===== config.mk =====
export PLATFORM = sky130hd
export DESIGN_NAME = kpo_panel
export DESIGN_NICKNAME = d
export VERILOG_FILES = /design/src/core/kpo_key_timer.v /design/src/core/kpo_panel.v
export VERILOG_INCLUDE_DIRS = /design/src /design/src/core
export SDC_FILE = /design/constraint.sdc
export NUM_CORES = 1
export LEC_CHECK = 0
export ABC_AREA = 1
export BUFFER_PORTS_ARGS = -buffer_cell sky130_fd_sc_hd__buf_4
export CAP_MARGIN = 20
export CORE_MARGIN = 1.5
export CORE_UTILIZATION = 45
export DETAILED_ROUTE_END_ITERATION = 6
export PLACE_DENSITY = 0.6
export RECOVER_POWER = 25
export REMOVE_ABC_BUFFERS = 1
export SLEW_MARGIN = 20
export SYNTH_ARGS = -nofsm -noshare
export SYNTH_HDL_FRONTEND = slang
export SYNTH_SLANG_ARGS = --single-unit

===== constraint.sdc =====
create_clock -name pclk -period 1.9 [get_ports pclk]
set_clock_uncertainty 0.2 [all_clocks]
set_input_delay 0.095 -clock pclk [delete_from_list [all_inputs] [get_ports pclk]]
set_output_delay 0.095 -clock pclk [all_outputs]
set_load 0.02 [all_outputs]

===== src/core/kpo_defs.vh =====
// Constants for the keypad, status LED and switching output controller
`ifndef KPO_DEFS_VH
`define KPO_DEFS_VH
`define KPO_CLK_HZ 200000000
`define KPO_LONG_MS 2000
`define KPO_BOOT_MS 90001
`define KPO_TICK_HZ 1000
`define KPO_TICK_DIV (`KPO_CLK_HZ / `KPO_TICK_HZ)
`define KPO_DEB_MS 20
`define KPO_FLASH_MS 250
`define KPO_NKEYS 5
`define KPO_KEY_INT 0
`define KPO_KEY_TEACH 1
`define KPO_KEY_AUTO 2
`define KPO_KEY_ENTER 3
`define KPO_KEY_ESC 4
`define KPO_DRV_SINK 2'b00
`define KPO_DRV_SOURCE 2'b01
`define KPO_DRV_PUSH_PULL 2'b10
`define KPO_ADDR_CTRL 12'h000
`define KPO_ADDR_COLOUR 12'h004
`define KPO_ADDR_STATUS 12'h008
`define KPO_ADDR_EVENT 12'h00C
`define KPO_CTRL_RESET 32'h0000_00FF
`endif


===== src/core/kpo_key_timer.v =====
// One key: synchroniser, debounce and short or long press classifier
`timescale 1ns/1ps
`default_nettype none
module kpo_key_timer #(
  parameter DEB_TICKS = 20,
  parameter LONG_TICKS = 2000
) (
  input wire pclk,
  input wire presetn,
  input wire tick,
  input wire key_raw,
  output reg key_level,
  output reg short_pulse,
  output reg long_pulse,
  output reg long_held
);
  reg sync_a;
  reg sync_b;
  reg [7:0] deb_cnt;
  reg [11:0] hold_cnt;

  always @(posedge pclk or negedge presetn) begin
    if (!presetn) begin
      sync_a <= 1'b0;
      sync_b <= 1'b0;
      deb_cnt <= 8'h00;
      key_level <= 1'b0;
      hold_cnt <= 12'h000;
      short_pulse <= 1'b0;
      long_pulse <= 1'b0;
      long_held <= 1'b0;
    end else begin
      sync_a <= key_raw;
      sync_b <= sync_a;
      short_pulse <= 1'b0;
      long_pulse <= 1'b0;
      // Debounce on millisecond ticks
      if (sync_b == key_level) begin
        deb_cnt <= 8'h00;
      end else if (tick) begin
        if (deb_cnt == DEB_TICKS[7:0] - 8'h01) begin
          deb_cnt <= 8'h00;
          key_level <= sync_b;
        end else begin
          deb_cnt <= deb_cnt + 8'h01;
        end
      end
      if (key_level) begin
        if (tick && !long_held) begin
          if (hold_cnt == LONG_TICKS[11:0] - 12'h001) begin
            long_held <= 1'b1;
          end else begin
            hold_cnt <= hold_cnt + 12'h001;
          end
        end
      end else begin
        hold_cnt <= 12'h000;
        long_held <= 1'b0;
      end
      // Act on release only
      if (!sync_b && key_level && deb_cnt == DEB_TICKS[7:0] - 8'h01 && tick) begin
        short_pulse <= ~long_held;
        long_pulse <= long_held;
      end
    end
  end
endmodule
`default_nettype wire


===== src/core/kpo_panel.v =====
// Front panel: key handling, key lock, status LEDs and switching outputs
//
// Overview of operation
// A key held for two seconds changes from its short to its long function.
// From the long threshold the key LED is lit steadily until release.
// A function, short or long, fires once, on the key release.
// A long press of any key but escape opens the key's menu, short presses act only inside a menu.
// The sequence escape, enter, escape toggles the key lock.
// During boot the green LED flashes and the red LED is on.
// In operating mode the red LED is off and the green LED is steady.
// Keys are dead for the boot phase of over 90 s; outputs run at once.
// With no taught colour every line shows a configurable default level, high from reset.
// Lines show the colour one line per entry or as a binary code.
// All lines follow the chosen sinking, sourcing or push-pull style.
// In a menu a long enter commits changes and returns to operating mode.
// In a menu a long escape discards changes and returns to operating mode.
// Keys are synchronised and debounced and timed on a prescaled tick.
// While locked, every key action but the lock sequence is ignored.
`timescale 1ns/1ps
`default_nettype none
`include "kpo_defs.vh"
module kpo_panel #(
  parameter LINES = 8,
  parameter TICK_DIV = `KPO_TICK_DIV,
  parameter BOOT_TICKS = `KPO_BOOT_MS,
  parameter LONG_TICKS = `KPO_LONG_MS,
  parameter DEB_TICKS = `KPO_DEB_MS
) (
  input wire pclk,
  input wire presetn,
  input wire psel,
  input wire penable,
  input wire pwrite,
  input wire [11:0] paddr,
  input wire [31:0] pwdata,
  output reg [31:0] prdata,
  output reg pready,
  output reg pslverr,
  input wire [4:0] key_raw,
  output reg [4:0] key_led,
  output reg led_green,
  output reg led_red,
  output reg [LINES-1:0] switch_line_out,
  output reg [LINES-1:0] switch_line_oe
);
  localparam ST_BOOT = 3'b001;
  localparam ST_OPER = 3'b010;
  localparam ST_MENU = 3'b100;

  ////////////////////////////////////////////////////////////////////////////
  // Tick prescaler and boot timer
  reg [31:0] pre_cnt;
  reg tick;
  reg [31:0] boot_cnt;
  reg [2:0] state;
  reg [8:0] flash_cnt;
  reg flash;
  always @(posedge pclk or negedge presetn) begin
    if (!presetn) begin
      pre_cnt <= 32'h0000_0000;
      tick <= 1'b0;
      flash_cnt <= 9'h000;
      flash <= 1'b0;
    end else begin
      tick <= 1'b0;
      if (pre_cnt == TICK_DIV - 1) begin
        pre_cnt <= 32'h0000_0000;
        tick <= 1'b1;
        if (flash_cnt == `KPO_FLASH_MS - 1) begin
          flash_cnt <= 9'h000;
          flash <= ~flash;
        end else begin
          flash_cnt <= flash_cnt + 9'h001;
        end
      end else begin
        pre_cnt <= pre_cnt + 32'h0000_0001;
      end
    end
  end

  ////////////////////////////////////////////////////////////////////////////
  // Per-key timing
  wire [4:0] lvl;
  wire [4:0] sp;
  wire [4:0] lp;
  wire [4:0] lh;
  genvar g;
  generate
    for (g = 0; g < `KPO_NKEYS; g = g + 1) begin : key
      kpo_key_timer #(.DEB_TICKS(DEB_TICKS), .LONG_TICKS(LONG_TICKS)) u_key (
        .pclk(pclk),
        .presetn(presetn),
        .tick(tick),
        .key_raw(key_raw[g]),
        .key_level(lvl[g]),
        .short_pulse(sp[g]),
        .long_pulse(lp[g]),
        .long_held(lh[g])
      );
    end
  endgenerate
  wire any_evt = |(sp | lp);

  ////////////////////////////////////////////////////////////////////////////
  // Control registers
  reg [LINES-1:0] default_level;
  reg binary_mode;
  reg [1:0] drive_style;
  reg colour_valid;
  reg [7:0] colour_idx;
  reg locked;
  reg [1:0] seq;
  reg [2:0] menu_key;
  reg [4:0] evt_short;
  reg [4:0] evt_long;
  reg commit_flag;
  reg discard_flag;

  wire acc = psel && penable;
  wire wr = acc && pwrite;
  wire rd_ev = acc && !pwrite && paddr == `KPO_ADDR_EVENT;
  wire keys_live = (state != ST_BOOT);
  wire [4:0] sp_ok = locked ? 5'h00 : sp;
  wire [4:0] lp_ok = locked ? 5'h00 : lp;
  wire long_enter = keys_live && lp_ok[`KPO_KEY_ENTER];
  wire long_esc = keys_live && lp_ok[`KPO_KEY_ESC];

  always @(posedge pclk or negedge presetn) begin
    if (!presetn) begin
      state <= ST_BOOT;
      boot_cnt <= 32'h0000_0000;
      locked <= 1'b0;
      seq <= 2'b00;
      menu_key <= 3'b000;
      commit_flag <= 1'b0;
      discard_flag <= 1'b0;
      evt_short <= 5'h00;
      evt_long <= 5'h00;
    end else begin
      // Lock sequence, watched on every release after boot
      if (keys_live && any_evt) begin
        if ((sp[`KPO_KEY_ESC] || lp[`KPO_KEY_ESC]) && seq == 2'b10) begin
          locked <= ~locked;
          seq <= 2'b00;
        end else if (sp[`KPO_KEY_ESC] || lp[`KPO_KEY_ESC]) begin
          seq <= 2'b01;
        end else if ((sp[`KPO_KEY_ENTER] || lp[`KPO_KEY_ENTER]) && seq == 2'b01) begin
          seq <= 2'b10;
        end else begin
          seq <= 2'b00;
        end
      end
      // Event flags: set wins over read clear
      // Only bits already latched into prdata are cleared, so a later event survives
      evt_short <= (rd_ev ? evt_short & ~prdata[4:0] : evt_short)
        | (state == ST_MENU ? sp_ok : 5'h00);
      evt_long <= (rd_ev ? evt_long & ~prdata[9:5] : evt_long) | (keys_live ? lp_ok : 5'h00);
      commit_flag <= (rd_ev ? commit_flag & ~prdata[11] : commit_flag)
        | (state == ST_MENU && long_enter);
      discard_flag <= (rd_ev ? discard_flag & ~prdata[10] : discard_flag)
        | (state == ST_MENU && long_esc);
      case (state)
        ST_BOOT: begin
          if (tick) begin
            if (boot_cnt == BOOT_TICKS - 1) begin
              state <= ST_OPER;
            end else begin
              boot_cnt <= boot_cnt + 32'h0000_0001;
            end
          end
        end
        ST_OPER: begin
          if (keys_live && (lp_ok & ~(5'h01 << `KPO_KEY_ESC)) != 5'h00) begin
            state <= ST_MENU;
            menu_key <= lp_ok[0] ? 3'd0 : lp_ok[1] ? 3'd1 : lp_ok[2] ? 3'd2 : 3'd3;
          end
        end
        ST_MENU: begin
          if (long_enter || long_esc) begin
            state <= ST_OPER;
          end
        end
        default: begin
          state <= ST_BOOT;
        end
      endcase
    end
  end

  ////////////////////////////////////////////////////////////////////////////
  // APB slave, zero wait states
  always @(posedge pclk or negedge presetn) begin
    if (!presetn) begin
      default_level <= {LINES{1'b1}};
      binary_mode <= 1'b0;
      drive_style <= `KPO_DRV_PUSH_PULL;
      colour_valid <= 1'b0;
      colour_idx <= 8'h00;
      prdata <= 32'h0000_0000;
      pready <= 1'b0;
      pslverr <= 1'b0;
    end else begin
      pready <= psel && !penable;
      pslverr <= 1'b0;
      if (psel && !penable) begin
        case (paddr)
          `KPO_ADDR_CTRL: prdata <= {21'h00_0000, drive_style, binary_mode, default_level[7:0]};
          `KPO_ADDR_COLOUR: prdata <= {23'h00_0000, colour_valid, colour_idx};
          `KPO_ADDR_STATUS: prdata <= {24'h00_0000, 1'b0, seq, locked, menu_key, state == ST_OPER};
          `KPO_ADDR_EVENT: prdata <= {20'h0_0000, commit_flag, discard_flag, evt_long, evt_short};
          default: begin
            prdata <= 32'h0000_0000;
            pslverr <= 1'b1;
          end
        endcase
      end
      if (wr && pready && paddr == `KPO_ADDR_CTRL) begin
        default_level <= pwdata[LINES-1:0];
        binary_mode <= pwdata[8];
        drive_style <= pwdata[10:9];
      end
      if (wr && pready && paddr == `KPO_ADDR_COLOUR) begin
        colour_idx <= pwdata[7:0];
        colour_valid <= pwdata[8];
      end
    end
  end

  ////////////////////////////////////////////////////////////////////////////
  // Switching outputs and LEDs
  reg [LINES-1:0] next_level;
  integer i;
  always @* begin
    next_level = default_level;
    if (colour_valid) begin
      if (binary_mode) begin
        next_level = colour_idx[LINES-1:0];
      end else begin
        for (i = 0; i < LINES; i = i + 1) begin
          next_level[i] = (colour_idx == i);
        end
      end
    end
  end

  always @(posedge pclk or negedge presetn) begin
    if (!presetn) begin
      switch_line_out <= {LINES{1'b0}};
      switch_line_oe <= {LINES{1'b0}};
      led_green <= 1'b0;
      led_red <= 1'b1;
      key_led <= 5'h00;
    end else begin
      case (drive_style)
        `KPO_DRV_SINK: begin
          switch_line_out <= {LINES{1'b0}};
          switch_line_oe <= ~next_level;
        end
        `KPO_DRV_SOURCE: begin
          switch_line_out <= {LINES{1'b1}};
          switch_line_oe <= next_level;
        end
        default: begin
          switch_line_out <= next_level;
          switch_line_oe <= {LINES{1'b1}};
        end
      endcase
      led_green <= (state == ST_BOOT) ? flash : 1'b1;
      led_red <= (state == ST_BOOT);
      key_led <= (keys_live && !locked) ? (lh & lvl) : 5'h00;
    end
  end
endmodule
`default_nettype wire


==> Word-level counts from Yosys, hierarchy flattened <==
Cells that the tools add are included.
{ "op_classes": {"n_addsub": 13, "n_eq_ne": 54, "mux": 86, "n_bitwise": 28, "reduce_logical": 84} }
{ "ops": {"columns": ["operator", "n"], "rows": [
  ["12-bit two-way mux", 15],
  ["8-bit two-way mux", 17],
  ["32-bit by 1-bit adder with 32-bit output, second input constant", 2],
  ["12-bit by 1-bit adder with 12-bit output, second input constant", 5],
  ["12-bit by 11-bit equality test with 1-bit output, second input constant", 5],
  ["12-bit one-hot mux with 4 select lines", 1],
  ["8-bit by 1-bit adder with 8-bit output, second input constant", 5],
  ["8-bit by 5-bit equality test with 1-bit output, second input constant", 5],
  ["1-bit logical AND", 37],
  ["2-bit != test, second input constant", 18],
  ["5-bit two-way mux", 7],
  ["32-bit by 17-bit equality test with 1-bit output, second input constant", 1],
  ["32-bit by 18-bit equality test with 1-bit output, second input constant", 1],
  ["8-bit by 3-bit equality test with 1-bit output, second input constant", 4],
  ["1-bit two-way mux", 32],
  ["32-bit two-way mux", 1],
  ["8-bit one-hot mux with 2 select lines", 2],
  ["2-bit AND reduction", 13],
  ["12-bit by 4-bit equality test with 1-bit output, second input constant", 2],
  ["3-bit AND reduction", 6],
  ["8-bit by 2-bit equality test with 1-bit output, second input constant", 2],
  ["5-bit bitwise AND", 3],
  ["1-bit NOT", 15],
  ["5-bit OR", 3],
  ["30 further kinds", 63]
]} }
{ "totals": {"register_bits": 303, "in_bits": 54, "out_inout_bits": 57} }

==> Logic depth before layout (Yosys ltp) <==
Gate-level depths: netlist of run 1.
{ "depth": {"ltp_word": 5, "mapped_depth": 11, "mapped_depth_nobuf": 10} }

==> Hierarchy <==
A second synthesis of run 1 with hierarchy kept.
{ "unflattened": {"cells_unflattened": 2275, "area_unflattened_um2": 16284.4} }
{ "modules_own_cells": {"columns": ["mod", "instances", "cells_each", "area_per_inst_um2", "seq_area_each_um2"], "rows": [
  ["kpo_panel", 1, 1260, 8902.3, 3817.4],
  ["kpo_key_timer", 5, 203, 1476.4, 650.6]
]} }

==> Least setup slack after synthesis of run 1 <==
Ideal clock, no wire load.
{ "synth_path": {"path_kind": "reg-to-reg", "startpoint": "register boot_cnt[0]", "endpoint": "register boot_cnt[7]", "arrival_time_ns": 1.467, "setup_slack_ns": 0.168, "stages_incl_launch_ff": 11, "synth_period_minus_slack_ns": 1.732, "path_cell_list": "dfrtp_1 inv_1 ha_1 nor3b_1 nand2_1 nor2_1 nand2_1 nand3_2 buf_4 nand2_1 nand2_1"} }
{ "synth_via": {"elab_chain_cells": 3, "word_cells_on_any_way": 4} }
{ "synth_rtl": {"columns": ["element", "line", "source"], "rows": [
  ["from (decl)", "kpo_panel.v:54", "reg [31:0] boot_cnt;"],
  ["from (signal assigned)", "kpo_panel.v:168", "boot_cnt <= boot_cnt + 32'h0000_0001;"],
  ["branches (longest 3 deep; another with 32-bit by 1-bit adder with 32-bit output)", null, null]
]} }
Several ways; the timed one is not identified.
A chain may end at the register's enable or synchronous reset.

==> Worst setup path after layout of run 1 <==
{ "layout_path": {"startpoint": "register boot_cnt[9]", "endpoint": "register boot_cnt[19]"} }
The elaborated chain is that of the path after synthesis.

==> results of run 1 <==
==> path summary, 6_finish.rpt <==
| kind | startpoint | depth (start not counted) | to | slack, ns |
|---|---|---|---|---|
| hold reg to reg | key[4].u_key.sync_a | 0 | key[4].u_key.sync_b | 0.15 |
| max in group asynchronous | presetn | 4 | boot_cnt[2] | 0.22 |
| setup reg to reg | boot_cnt[9] | 9 | boot_cnt[19] | 0.11 |
| setup / recovery | boot_cnt[9] | 9 | boot_cnt[19] | 0.11 |
| hold / removal | paddr[11] | 6 | colour_idx[6] | 0.04 |
| min in group asynchronous | presetn | 4 | key[1].u_key.short_pulse | 0.68 |
==> report_power, final <==
group,internal (mW),switching [mW]
clock,3.87,2.56
sequential,6.02,0.00656
combinational,0.123,0.249
==> worst max-delay path: stages, from the launching register on <==
cell       delay (ns)
dfrtp_1          0.41
nand2_1          0.15
nor2_4           0.16
nand3_1          0.12
nor2_1           0.15
nand2_2          0.09
nand3_4          0.12
clkbuf_16        0.20
nand2_1          0.06
nand2_1          0.07
==> flip-flops by register name, summed over array words and instances (netlist names), 3 cells and up <==
signal,flops
key.u_key.hold_cnt,60
key.u_key.deb_cnt,40
boot_cnt,32
pre_cnt,32
prdata,12
flash_cnt,9
colour_idx,8
default_level,8
switch_line_oe,8
switch_line_out,8
evt_long,5
evt_short,5
key.u_key.key_level,5
key.u_key.long_held,5
key.u_key.long_pulse,5
key.u_key.short_pulse,5
key.u_key.sync_a,5
key.u_key.sync_b,5
key_led,5
state,3
==> layout make-up <==
type	count	area, um2	share of cell area (%)
multi-input cells	1569	7580	40.2
flip-flops and latches	282	7080	37.6
repair buffers	178	1530	8.14
clock buffers	52	1030	5.47
inverters	257	970	5.15
well taps	455	569	3.02
clock inverters	9	78.8	0.418
==> cells in the final DEF (no fill, tap or decap), types with 23 or more instances in the layout <==
master / netlist / layout
clkbuf_16: 0 / 37
o21ai_0: 135 / 134
nand2_1: 651 / 647
nor3_1: 45 / 41
buf_4: 26 / 125
xor2_1: 43 / 43
nor2_1: 228 / 213
nand4_1: 38 / 38
inv_1: 249 / 246
a21oi_1: 23 / 23
nand3_1: 232 / 232
dlygate4sd3_1: 0 / 33
dfrtp_1: 271 / 266
==> kinds of logic (layout without fill, tap and decap cells) <==
logic type,Yosys count,count (layout)
other,1,20
buffers and inverters,316,496
multiplexers,1,1
XOR/XNOR,61,61
AND/OR/NAND/NOR,1244,1244
adder cells (fa/ha/maj),20,20
flip-flops,282,282
AO/OA/AOI/OAI,223,223
==> cell usage after synthesis, drive strengths merged <==
cell type	instances
dfstp	11
ha	20
nor4	3
o21a	5
xnor2	18
dfrtp	271
buf	45
nor2	239
or2	8
nand4	39
o31ai	5
o22ai	21
conb	1
inv	254
a22o	3
clkbuf	14
nand3	236
a21boi	3
mux2	1
xor2	43
a21oi	23
a21o	1
o21bai	4
nor3	52
nand3b	7
o21ai	158
nand2	658
nor3b	2
clkinv	3
==> per-stage QoR <==
stage	total power, mW	util [%]	cell area [um2]
floorplan	6.23	-	15500
global placement	6.47	49.9	17200
detailed placement	6.47	49.9	17200
CTS	13.1	54.1	18700
global route	13.3	54.5	18800
finish	12.8	54.5	18800
==> layer usage <==
layer	track usage [%]	wire, um	up-vias
li1	-	-	7210
met1	30.8	18700	6539
met2	33.8	17100	315
met3	3.97	1990	52
met4	6.09	788	0
met5	0	0	-
==> repair_timing <==
action,4_1_cts,5_1_grt
endpoints found under the hold margin,332,0
hold buffers,34,0
gates resized for setup,1,42
pin swaps,0,3
gates cloned,0,2
buffers inserted,0,2
setup endpoints to repair,3,82
==> summary.md, run 1 <==
| Metric | Value |
|---|---|
| Worst path setup slack after routing | 0.112 ns |
| Type of origin of the critical path | flop |
| Shortest clock period the worst path allows after layout | 1.79 ns |
| Total number of H-tree levels | 2 |
| Final-layout setup total negative slack | 0 ns |
| Number of optimization iterations in the first detailed-route pass | 5 |
| Root Buffer Master | clkbuf_16 |
| Fraction of layout instances using a drive strength above 1 | 12.7% |
| Vert. Die Dim | 190 um |
| FILL cells | 3354 |
| P_leak | 8.68 nW |
| Vias in the first global route | approximately 13000 |
| Capturing element type of the critical path | flop |
| HP Class | in -> reg |
| Routed wire length | 38600 um |
| Count of vias placed by the detailed router | 14116 |
| Synthesized area per cell | roughly 7.3 um2 |
| Critical setup path kind | reg -> reg |
| Overall die area | 36200 um2 |
| Power Dens Cells | around 680 nW/um2 |
| Yosys warning count | 0 |
| Clock Tree Buf Depth | 3 |
| Number of distinct library cell variants in the gate-level netlist after synthesis | 45 |
| Max transition margin | 58.1% |
| Antenna viol nets, final | 0 |
| Clock-pin slew on the worst setup and hold paths | 0.06 ns |
| Share of Yosys cell area claimed by the top area cell type | 43.0% |
| Result of the run | completed |
| Weighted congestion at the end of routability-driven global placement | 0.907 |
| Adder-cell area share of the yosys netlist | ~1.6% |
| Global-route wire length before repair | 64100 um |
| Placed Cells incl. Taps | 2703 |
| Area contributors post-synth | dfrtp_1 (43%), nand2_1 (15%), nand3_1 (7.4%) |
| Worst Setup Slack post-DPL | -0.0213 ns |
| Number of antenna violations at the first check in global routing | 0 |
| Post-DR wirelength/cell | 13.8 um |
| Diodes inserted | 0 |
| Area of the mapped netlist | about 16000 um2 |
| Die Width | 190 um |
| Number of storage elements in the synthesis netlist | 282 |
| Peak ir drop on the vdd network | 705 uV |
| Average vias per placed instance | 5.04 |
| Setup repair after global routing missed its margin | no |
| Synthesized-area fraction occupied by and/or/nand/nor cells | 33.9% |
| Clock latency on the worst-skew pair | 0.53 ns |
| Number of buffers added by the clock tree synthesis step | 34 |
| Max-slew violation count | 0 |
| Initial cell density of the core | around 46% |
| Setup-failing EPs final | 0 |
| Area growth from synthesis to final layout | 19.3% |
| Row Count | 68 |
| Gr ovfl total | 0 |
| Clk sinks | 282 |
| Compound-cell area share of the yosys netlist | slightly below 8% |
| Xor and xnor area share after synthesis | 3.38% |
| Gate Count Post-Synth | 2148 |
| DRC violations left | 0 |
| Data required time of the worst path | approximately 2.2 ns |
| Signal arrival time at the worst endpoint | 2.06 ns |
| Multiplexer share of the synthesized area | less than 1% |
| Largest fanout of any net on the critical path | 16 |
| I/O pin count | 111 |
| Core outline area | between 30000 and 40000 um2 |
| Dpl hpwl | 27600 um |
| Worst hold margin | between 0.03 and 0.04 ns |
| Hold Fails Final Rpt | 0 |
| TritonCTS clock tree | built |
| Achievable Freq | around 0.56 GHz |
| Final std cells w/o fill | 2802 |
| Pin count of the biggest net entering global routing | 60 |
| Max-cap violations | 0 |
| Global-route usage over all layers | a little over a fifth |
| Worst Tran Pin Value | around 0.63 ns |
| Count of input and output buffers | just under 70 |
| Sequential fraction of the synthesis area | 44.8% |
| Dominant combinational cell family by area after synthesis | simple AND/OR/NAND/NOR gates |
| Number of DRC violations after detailed-routing iteration 0 | roughly 830 |
| Number of nets at the end of the flow | 2396 |
| Period utilization | a little over nine tenths |
| Top cell type by total area after synthesis | dfrtp_1 |
(Power assumes the default switching activity.)
==> run 2: changes to the inputs <==
- BUFFER_PORTS_ARGS: -buffer_cell sky130_fd_sc_hd__buf_4 -> -buffer_cell sky130_fd_sc_hd__clkbuf_2
- CORE_ASPECT_RATIO: not set -> 0.5
==> run 2 against run 1 <==
Against the previous run:
- the run now ends with hold timing left
- critical path depth shrank 3
- design area shrank 0.66%
- register-to-register slack lost 0.02 ns
- fmax shrank 1.3%
- hold slack lost 0.042 ns
- flip-flop and latch count is the same
- routed wire length shrank 1.6%
- sequential power is essentially flat
- combinational power shrank 7.3%
- clock power shrank 9.2%
- critical path type unchanged
- largest power group is now sequential cells
==> summary.md, run 2 (same netlist as run 1, synthesis figures left out) <==
| Metric | Value |
|---|---|
| Area growth from synthesis to final layout | 18.6% |
| Worst hold margin | -0.00583 ns |
| Core outline area | roughly 35000 um2 |
| Clock latency on the worst-skew pair | 0.58 ns |
| Average vias per placed instance | between 4 and 5 |
| Internal power summed over all cells | 9.49 mW |
| Number of flip-flops under the largest register name | 60 |
| I/O pin count | 111 |
| Type of origin of the critical path | flop |
| Cell depth of the worst setup path | 6 |
| Vert. Die Dim | ~140 um |
| Gr ovfl total | 0 |
| Total number of H-tree levels | 1 |
| Clock Tree Buf Depth | 3 |
| Capturing element type of the critical path | flop |
| Placed Cells incl. Taps | 2739 |
| Peak ir drop on the vdd network | 572 uV |
| Count of vias placed by the detailed router | 14022 |
| Launch point of the worst path | pready |
| Period utilization | a little over nine tenths |
| Fraction of layout instances using a drive strength above 1 | 11.3% |
| Leading cell types in the layout, fill and taps excluded | nand2_1 (647), dfrtp_1 (267), inv_1 (249), nand3_1 (231), nor2_1 (219) |
| Cell class contributing the biggest share of worst-path delay | buffers and inverters |
| Result of the run | finished with violations |
| Row Count | 48 |
| Weighted congestion at the end of routability-driven global placement | 0.923 |
| Number of antenna violations at the first check in global routing | 0 |
| Violations in the final reports | hold timing |
| Overall die area | 36300 um2 |
| Worst path setup slack after routing | roughly 0.088 ns |
| Final std cells w/o fill | 2844 |
| Portion of total power attributed to combinational logic | 2.8% |
| Switching share of total power | approximately 22% |
| Setup repair after global routing missed its margin | yes |
| Net switching power | approximately 2.7 mW |
| Power Dens Cells | 652 nW/um2 |
| Final-layout setup total negative slack | 0 ns |
| Commonest non-fill, non-tap cell in the layout | nand2_1 |
| Die Width | 268 um |
| Signal arrival time at the worst endpoint | around 2.1 ns |
| Fin util | 54.2% |
| Max-slew violation count | 0 |
| Data required time of the worst path | 2.19 ns |
| Count of input and output buffers | 69 |
| Post-DR wirelength/cell | 13.3 um |
| Critical setup path kind | reg -> reg |
| Diodes inserted | 0 |
| Number of optimization iterations in the first detailed-route pass | 5 |
| Power share of the sequential group | 49.3% |
| Initial cell density of the core | 45.7% |
| TritonCTS clock tree | built |
| HP Class | in -> reg |
| Clk sinks | 282 |
| Largest fanout of any net on the critical path | 22 |
| Cell with the largest stage delay on the worst path | dlygate4sd3_1 |
| Routed wire length | ~38000 um |
| Clock-pin slew on the worst setup and hold paths | 0.07 ns |
| Power consumption | between 10 and 15 mW |
| Max-cap violations | 0 |
| Cells along the critical path | nand3_2 -> nor2_4 -> buf_12 -> nand2_1 -> dlygate4sd3_1 -> o21ai_0 |
| Number of nets at the end of the flow | approximately 2400 |
| Shortest clock period the worst path allows after layout | 1.81 ns |
| Dpl hpwl | 27900 um |
| Achievable Freq | 0.552 GHz |
| Pin count of the biggest net entering global routing | a little over 60 |
| Depth of the most critical reg-to-reg path | 6 |
| Post-route cell area | 18700 um2 |
| Setup-failing EPs final | 0 |
| Top Registers | key.u_key.hold_cnt x60, key.u_key.deb_cnt x40 |
| Worst setup path end | drive_style[1] |
| Max transition margin | 60.8% |
| FF-to-FF End | drive_style[1] |
| Worst Setup Slack post-DPL | 0.00509 ns |
| Portion of total power attributed to the clock network | ~48% |
| Root Buffer Master | clkbuf_16 |
| Vias in the first global route | 12919 |
| P_leak | roughly 8.6 nW |
| Hold Fails Final Rpt | 3 |
| Setup slack on the worst flop-to-flop path | 0.09 ns |
| Delay of the slowest cell on the worst path | about 0.55 ns |
| Global-route usage over all layers | 21.3% |
| Most flops, register | key.u_key.hold_cnt |
| Buf+Inv Stages, Crit Path | 2 |
| DRC violations left | 0 |
| Number of DRC violations after detailed-routing iteration 0 | 909 |
| Number of buffers added by the clock tree synthesis step | 28 |
| Source of the worst register-to-register timing path | pready |
| Global-route wire length before repair | 63500 um |
| Antenna viol nets, final | 0 |
| Worst Tran Pin Value | around 0.59 ns |
| Area after DPL | 17200 um2 |
==> run 2: cell types whose count changed in the layout (fill, tap and decap cells not counted), sizes merged <==
cell / previous run / this run
dlymetal6s4s: 0 / 1
clkbuf: 64 / 111
bufinv: 1 / 3
clkinv: 8 / 11
buf: 133 / 88
dlygate4sd3: 33 / 47
==> run 2: worst min path at each step <==
stage / startpoint / endpoint / slack [ns] / cells past startpoint
4_1_cts: paddr[2] / prdata[11] / 0.002 / 8
3_5_place_dp: presetn / pre_cnt[28] / -0.17 / 1
6_report: paddr[0] / default_level[4] / -0.006 / 8
2_1_floorplan: presetn / binary_mode / -0.40 / 0
5_1_grt: paddr[1] / default_level[4] / 0.01 / 8
3_3_place_gp: presetn / pre_cnt[28] / -0.17 / 1
==> run 2: cell type report <==
cell class                 instances  area (um2)
clock inverter                    14         168
tap                              475         594
clock buffer                      38         798
sequential                       282        7080
fill                            3297       15800
multi-input combinational       1569        7530
inverter                         257         970
timing repair buffer             209        1580
==> run 2: power groups by stage <==
| stage | logic (mW) | clock network, mW | registers (mW) |
|---|---|---|---|
| floorplan | 0.0872 | 0 | 6.14 |
| global placement | 0.312 | 0 | 6.14 |
| detailed placement | 0.315 | 0 | 6.14 |
| CTS | 0.363 | 5.99 | 6.02 |
| global route | 0.396 | 6.24 | 6.02 |
| finish | 0.345 | 5.84 | 6.02 |
==> run 2: what timing repair did <==
action / CTS / global route
resized for setup: 1 / 29
buffers inserted: 0 / 5
setup endpoints to repair: 2 / 77
hold buffers: 48 / 1
endpoints found under the hold margin: 333 / 1
pin swaps: 0 / 3
==> run 2: layer usage <==
layer	share of wire, %	vias to the layer above	global-route usage (%)	wire (um)
met5	0	-	0	0
met4	1.8	0	3.67	684
met3	4.4	50	3.20	1680
met2	45	234	34.3	16900
met1	49	6483	30.7	18700
li1	-	7255	-	-
==> run 2: tightest hold or removal path, delay by kind of cell <==
family / cells / cell delay, ns
buf+inv: 3 / 0.27
simple gates: 4 / 0.21
compound gates: 1 / 0.17
==> run 3: changes to the inputs <==
- CORE_UTILIZATION: 45 -> 61
- PLACE_DENSITY: 0.6 -> 0.78
==> run 3 against run 2 <==
Against the previous run:
- the flow finishes with violations (DRC)
- non-clock buffer count shrank 22
- first-iteration DRC count grew 31%
- flip-flop and latch count is the same
- count of clock-buffer cells in the layout shrank 2
- global-route usage grew 6.5 points
- die area shrank 26%
- cell count shrank 5.6%
- critical path type is now in -> reg
==> summary.md, run 3 (same netlist as run 1, synthesis figures left out) <==
| Metric | Value |
|---|---|
| Routed wire length | 37200 um |
| Die Width | 231 um |
| Global-route wire length before repair | 61700 um |
| Peak ir drop on the vdd network | 625 uV |
| Source of the worst register-to-register timing path | pready |
| Power Dens Cells | 632 nW/um2 |
| Core outline area | 25300 um2 |
| Critical setup path kind | in -> reg |
| Max-slew violation count | 0 |
| Post-route cell area | roughly 18000 um2 |
| Type of origin of the critical path | primary input |
| TritonCTS clock tree | built |
| Area after DPL | between 15000 and 20000 um2 |
| Overall die area | 26900 um2 |
| Final std cells w/o fill | 2686 |
| Setup-failing EPs final | 0 |
| Leading cell types in the layout, fill and taps excluded | nand2_1 (647), dfrtp_1 (265), inv_1 (247), nand3_1 (232), nor2_1 (221) |
| Post-DR wirelength/cell | 13.9 um |
| Signal arrival time at the worst endpoint | 2.12 ns |
| DRC violations left | 7 |
| Clk sinks | 282 |
| Diodes inserted | 0 |
| Placed Cells incl. Taps | between 2000 and 3000 |
| Gr ovfl total | 0 |
| Hold Fails Final Rpt | 0 |
| Worst Setup Slack post-DPL | 0.0507 ns |
| Root Buffer Master | clkbuf_16 |
| Result of the run | finished with violations |
| Max-cap violations | 0 |
| Vias in the first global route | 13050 |
| Vert. Die Dim | roughly 120 um |
| Initial cell density of the core | a little over three fifths |
| Worst path setup slack after routing | between 0.01 and 0.015 ns |
| Area growth from synthesis to final layout | 15.5% |
| Most flops, register | key.u_key.hold_cnt |
| Count of input and output buffers | 69 |
| Shortest clock period the worst path allows after layout | 1.89 ns |
| Total number of H-tree levels | 1 |
| Setup repair after global routing missed its margin | yes |
| Fin util | 72.1% |
| Weighted congestion at the end of routability-driven global placement | 0.953 |
| Clock latency on the worst-skew pair | approximately 0.55 ns |
| Largest fanout of any net on the critical path | 12 |
| HP Class | in -> reg |
| I/O pin count | ~110 |
| Clock-pin slew on the worst setup and hold paths | 0.07 ns |
| Data required time of the worst path | 2.13 ns |
| Antenna viol nets, final | 0 |
| Number of buffers added by the clock tree synthesis step | 26 |
| Max transition margin | between 60% and 70% |
| Count of vias placed by the detailed router | between 10000 and 15000 |
| Number of DRC violations after detailed-routing iteration 0 | 1194 |
| Row Count | between 40 and 50 |
| Pin count of the biggest net entering global routing | slightly below 50 |
| FILL cells | between 2000 and 2500 |
| Top Registers | key.u_key.hold_cnt x60, key.u_key.deb_cnt x40 |
| Worst Min Path Start | key_raw[2] |
| Clock Tree Buf Depth | 3 |
| Achievable Freq | 0.530 GHz |
| Worst Tran Pin Value | 0.591 ns |
| Launch point of the worst path | penable |
| Average vias per placed instance | approximately 5.4 |
| Number of antenna violations at the first check in global routing | 0 |
| Capturing element type of the critical path | flop |
| Number of nets at the end of the flow | between 2000 and 2500 |
| Number of optimization iterations in the first detailed-route pass | 7 |
| Commonest non-fill, non-tap cell in the layout | nand2_1 |
| Period utilization | 99.3% |
| Number of flip-flops under the largest register name | 60 |
| Violations in the final reports | DRC |
| Dpl hpwl | 26200 um |
| P_leak | 8.43 nW |
| Fraction of layout instances using a drive strength above 1 | 10.5% |
| Global-route usage over all layers | 27.8% |
-- run 3: path summary, 6_finish.rpt --
path,end,slack [ns],cells past startpoint
setup / recovery,colour_valid,0.01,8
hold / removal,key[2].u_key.sync_a,0.02,2
setup reg to reg,colour_valid,0.04,4
hold reg to reg,key[1].u_key.sync_b,0.15,0
max in group asynchronous,default_level[1],0.19,4
min in group asynchronous,pready,0.39,3
-- run 3: what timing repair did --
action / 4_1_cts / 5_1_grt
setup endpoints to repair: 0 / 81
hold endpoints to repair: 332 / 0
setup buffers: 0 / 3
hold buffers: 36 / 0
resized for setup: 0 / 30
-- run 3: routing by layer --
metal  routed length, um  global-route usage [%]  up-vias
li1                    -                       -     7219
met3                2120                    4.22       63
met4                 666                    5.88        0
met2               16900                    46.1      458
met5                   0                       0        -
met1               17500                    39.4     6691
-- run 3: final cells by class --
type,count,area [um2],share of cell area (%)
multi-input combinational,1569,7540,41.3
sequential,282,7080,38.8
timing repair buffer,187,1390,7.60
inverter,257,970,5.32
clock buffer,36,739,4.06
tap,344,430,2.36
clock inverter,11,88.8,0.487
-- run 3: critical path, stage by stage --
cell	delay, ns
dlygate4sd3_1	0.54
clkbuf_1	0.15
nand2_1	0.10
inv_1	0.12
nand4_4	0.23
dlygate4sd3_1	0.70
nand2_1	0.11
o21ai_2	0.06
-- run 3: through the flow --
step	power (mW)	TNS (ns)	hold slack, ns
2_1_floorplan	6.23	-36.23	-0.401
3_3_place_gp	6.44	0	-0.161
3_5_place_dp	6.45	0	-0.156
4_1_cts	11.6	0	0.00174
5_1_grt	11.9	-0.257	0.0294
6_report	11.5	0	0.0239
-- run 3: where the power goes --
group          switching [mW]  internal, mW  total, mW
registers             0.00539          6.02       6.02
clock network            2.30          2.86       5.16
logic                   0.245        0.0981      0.343
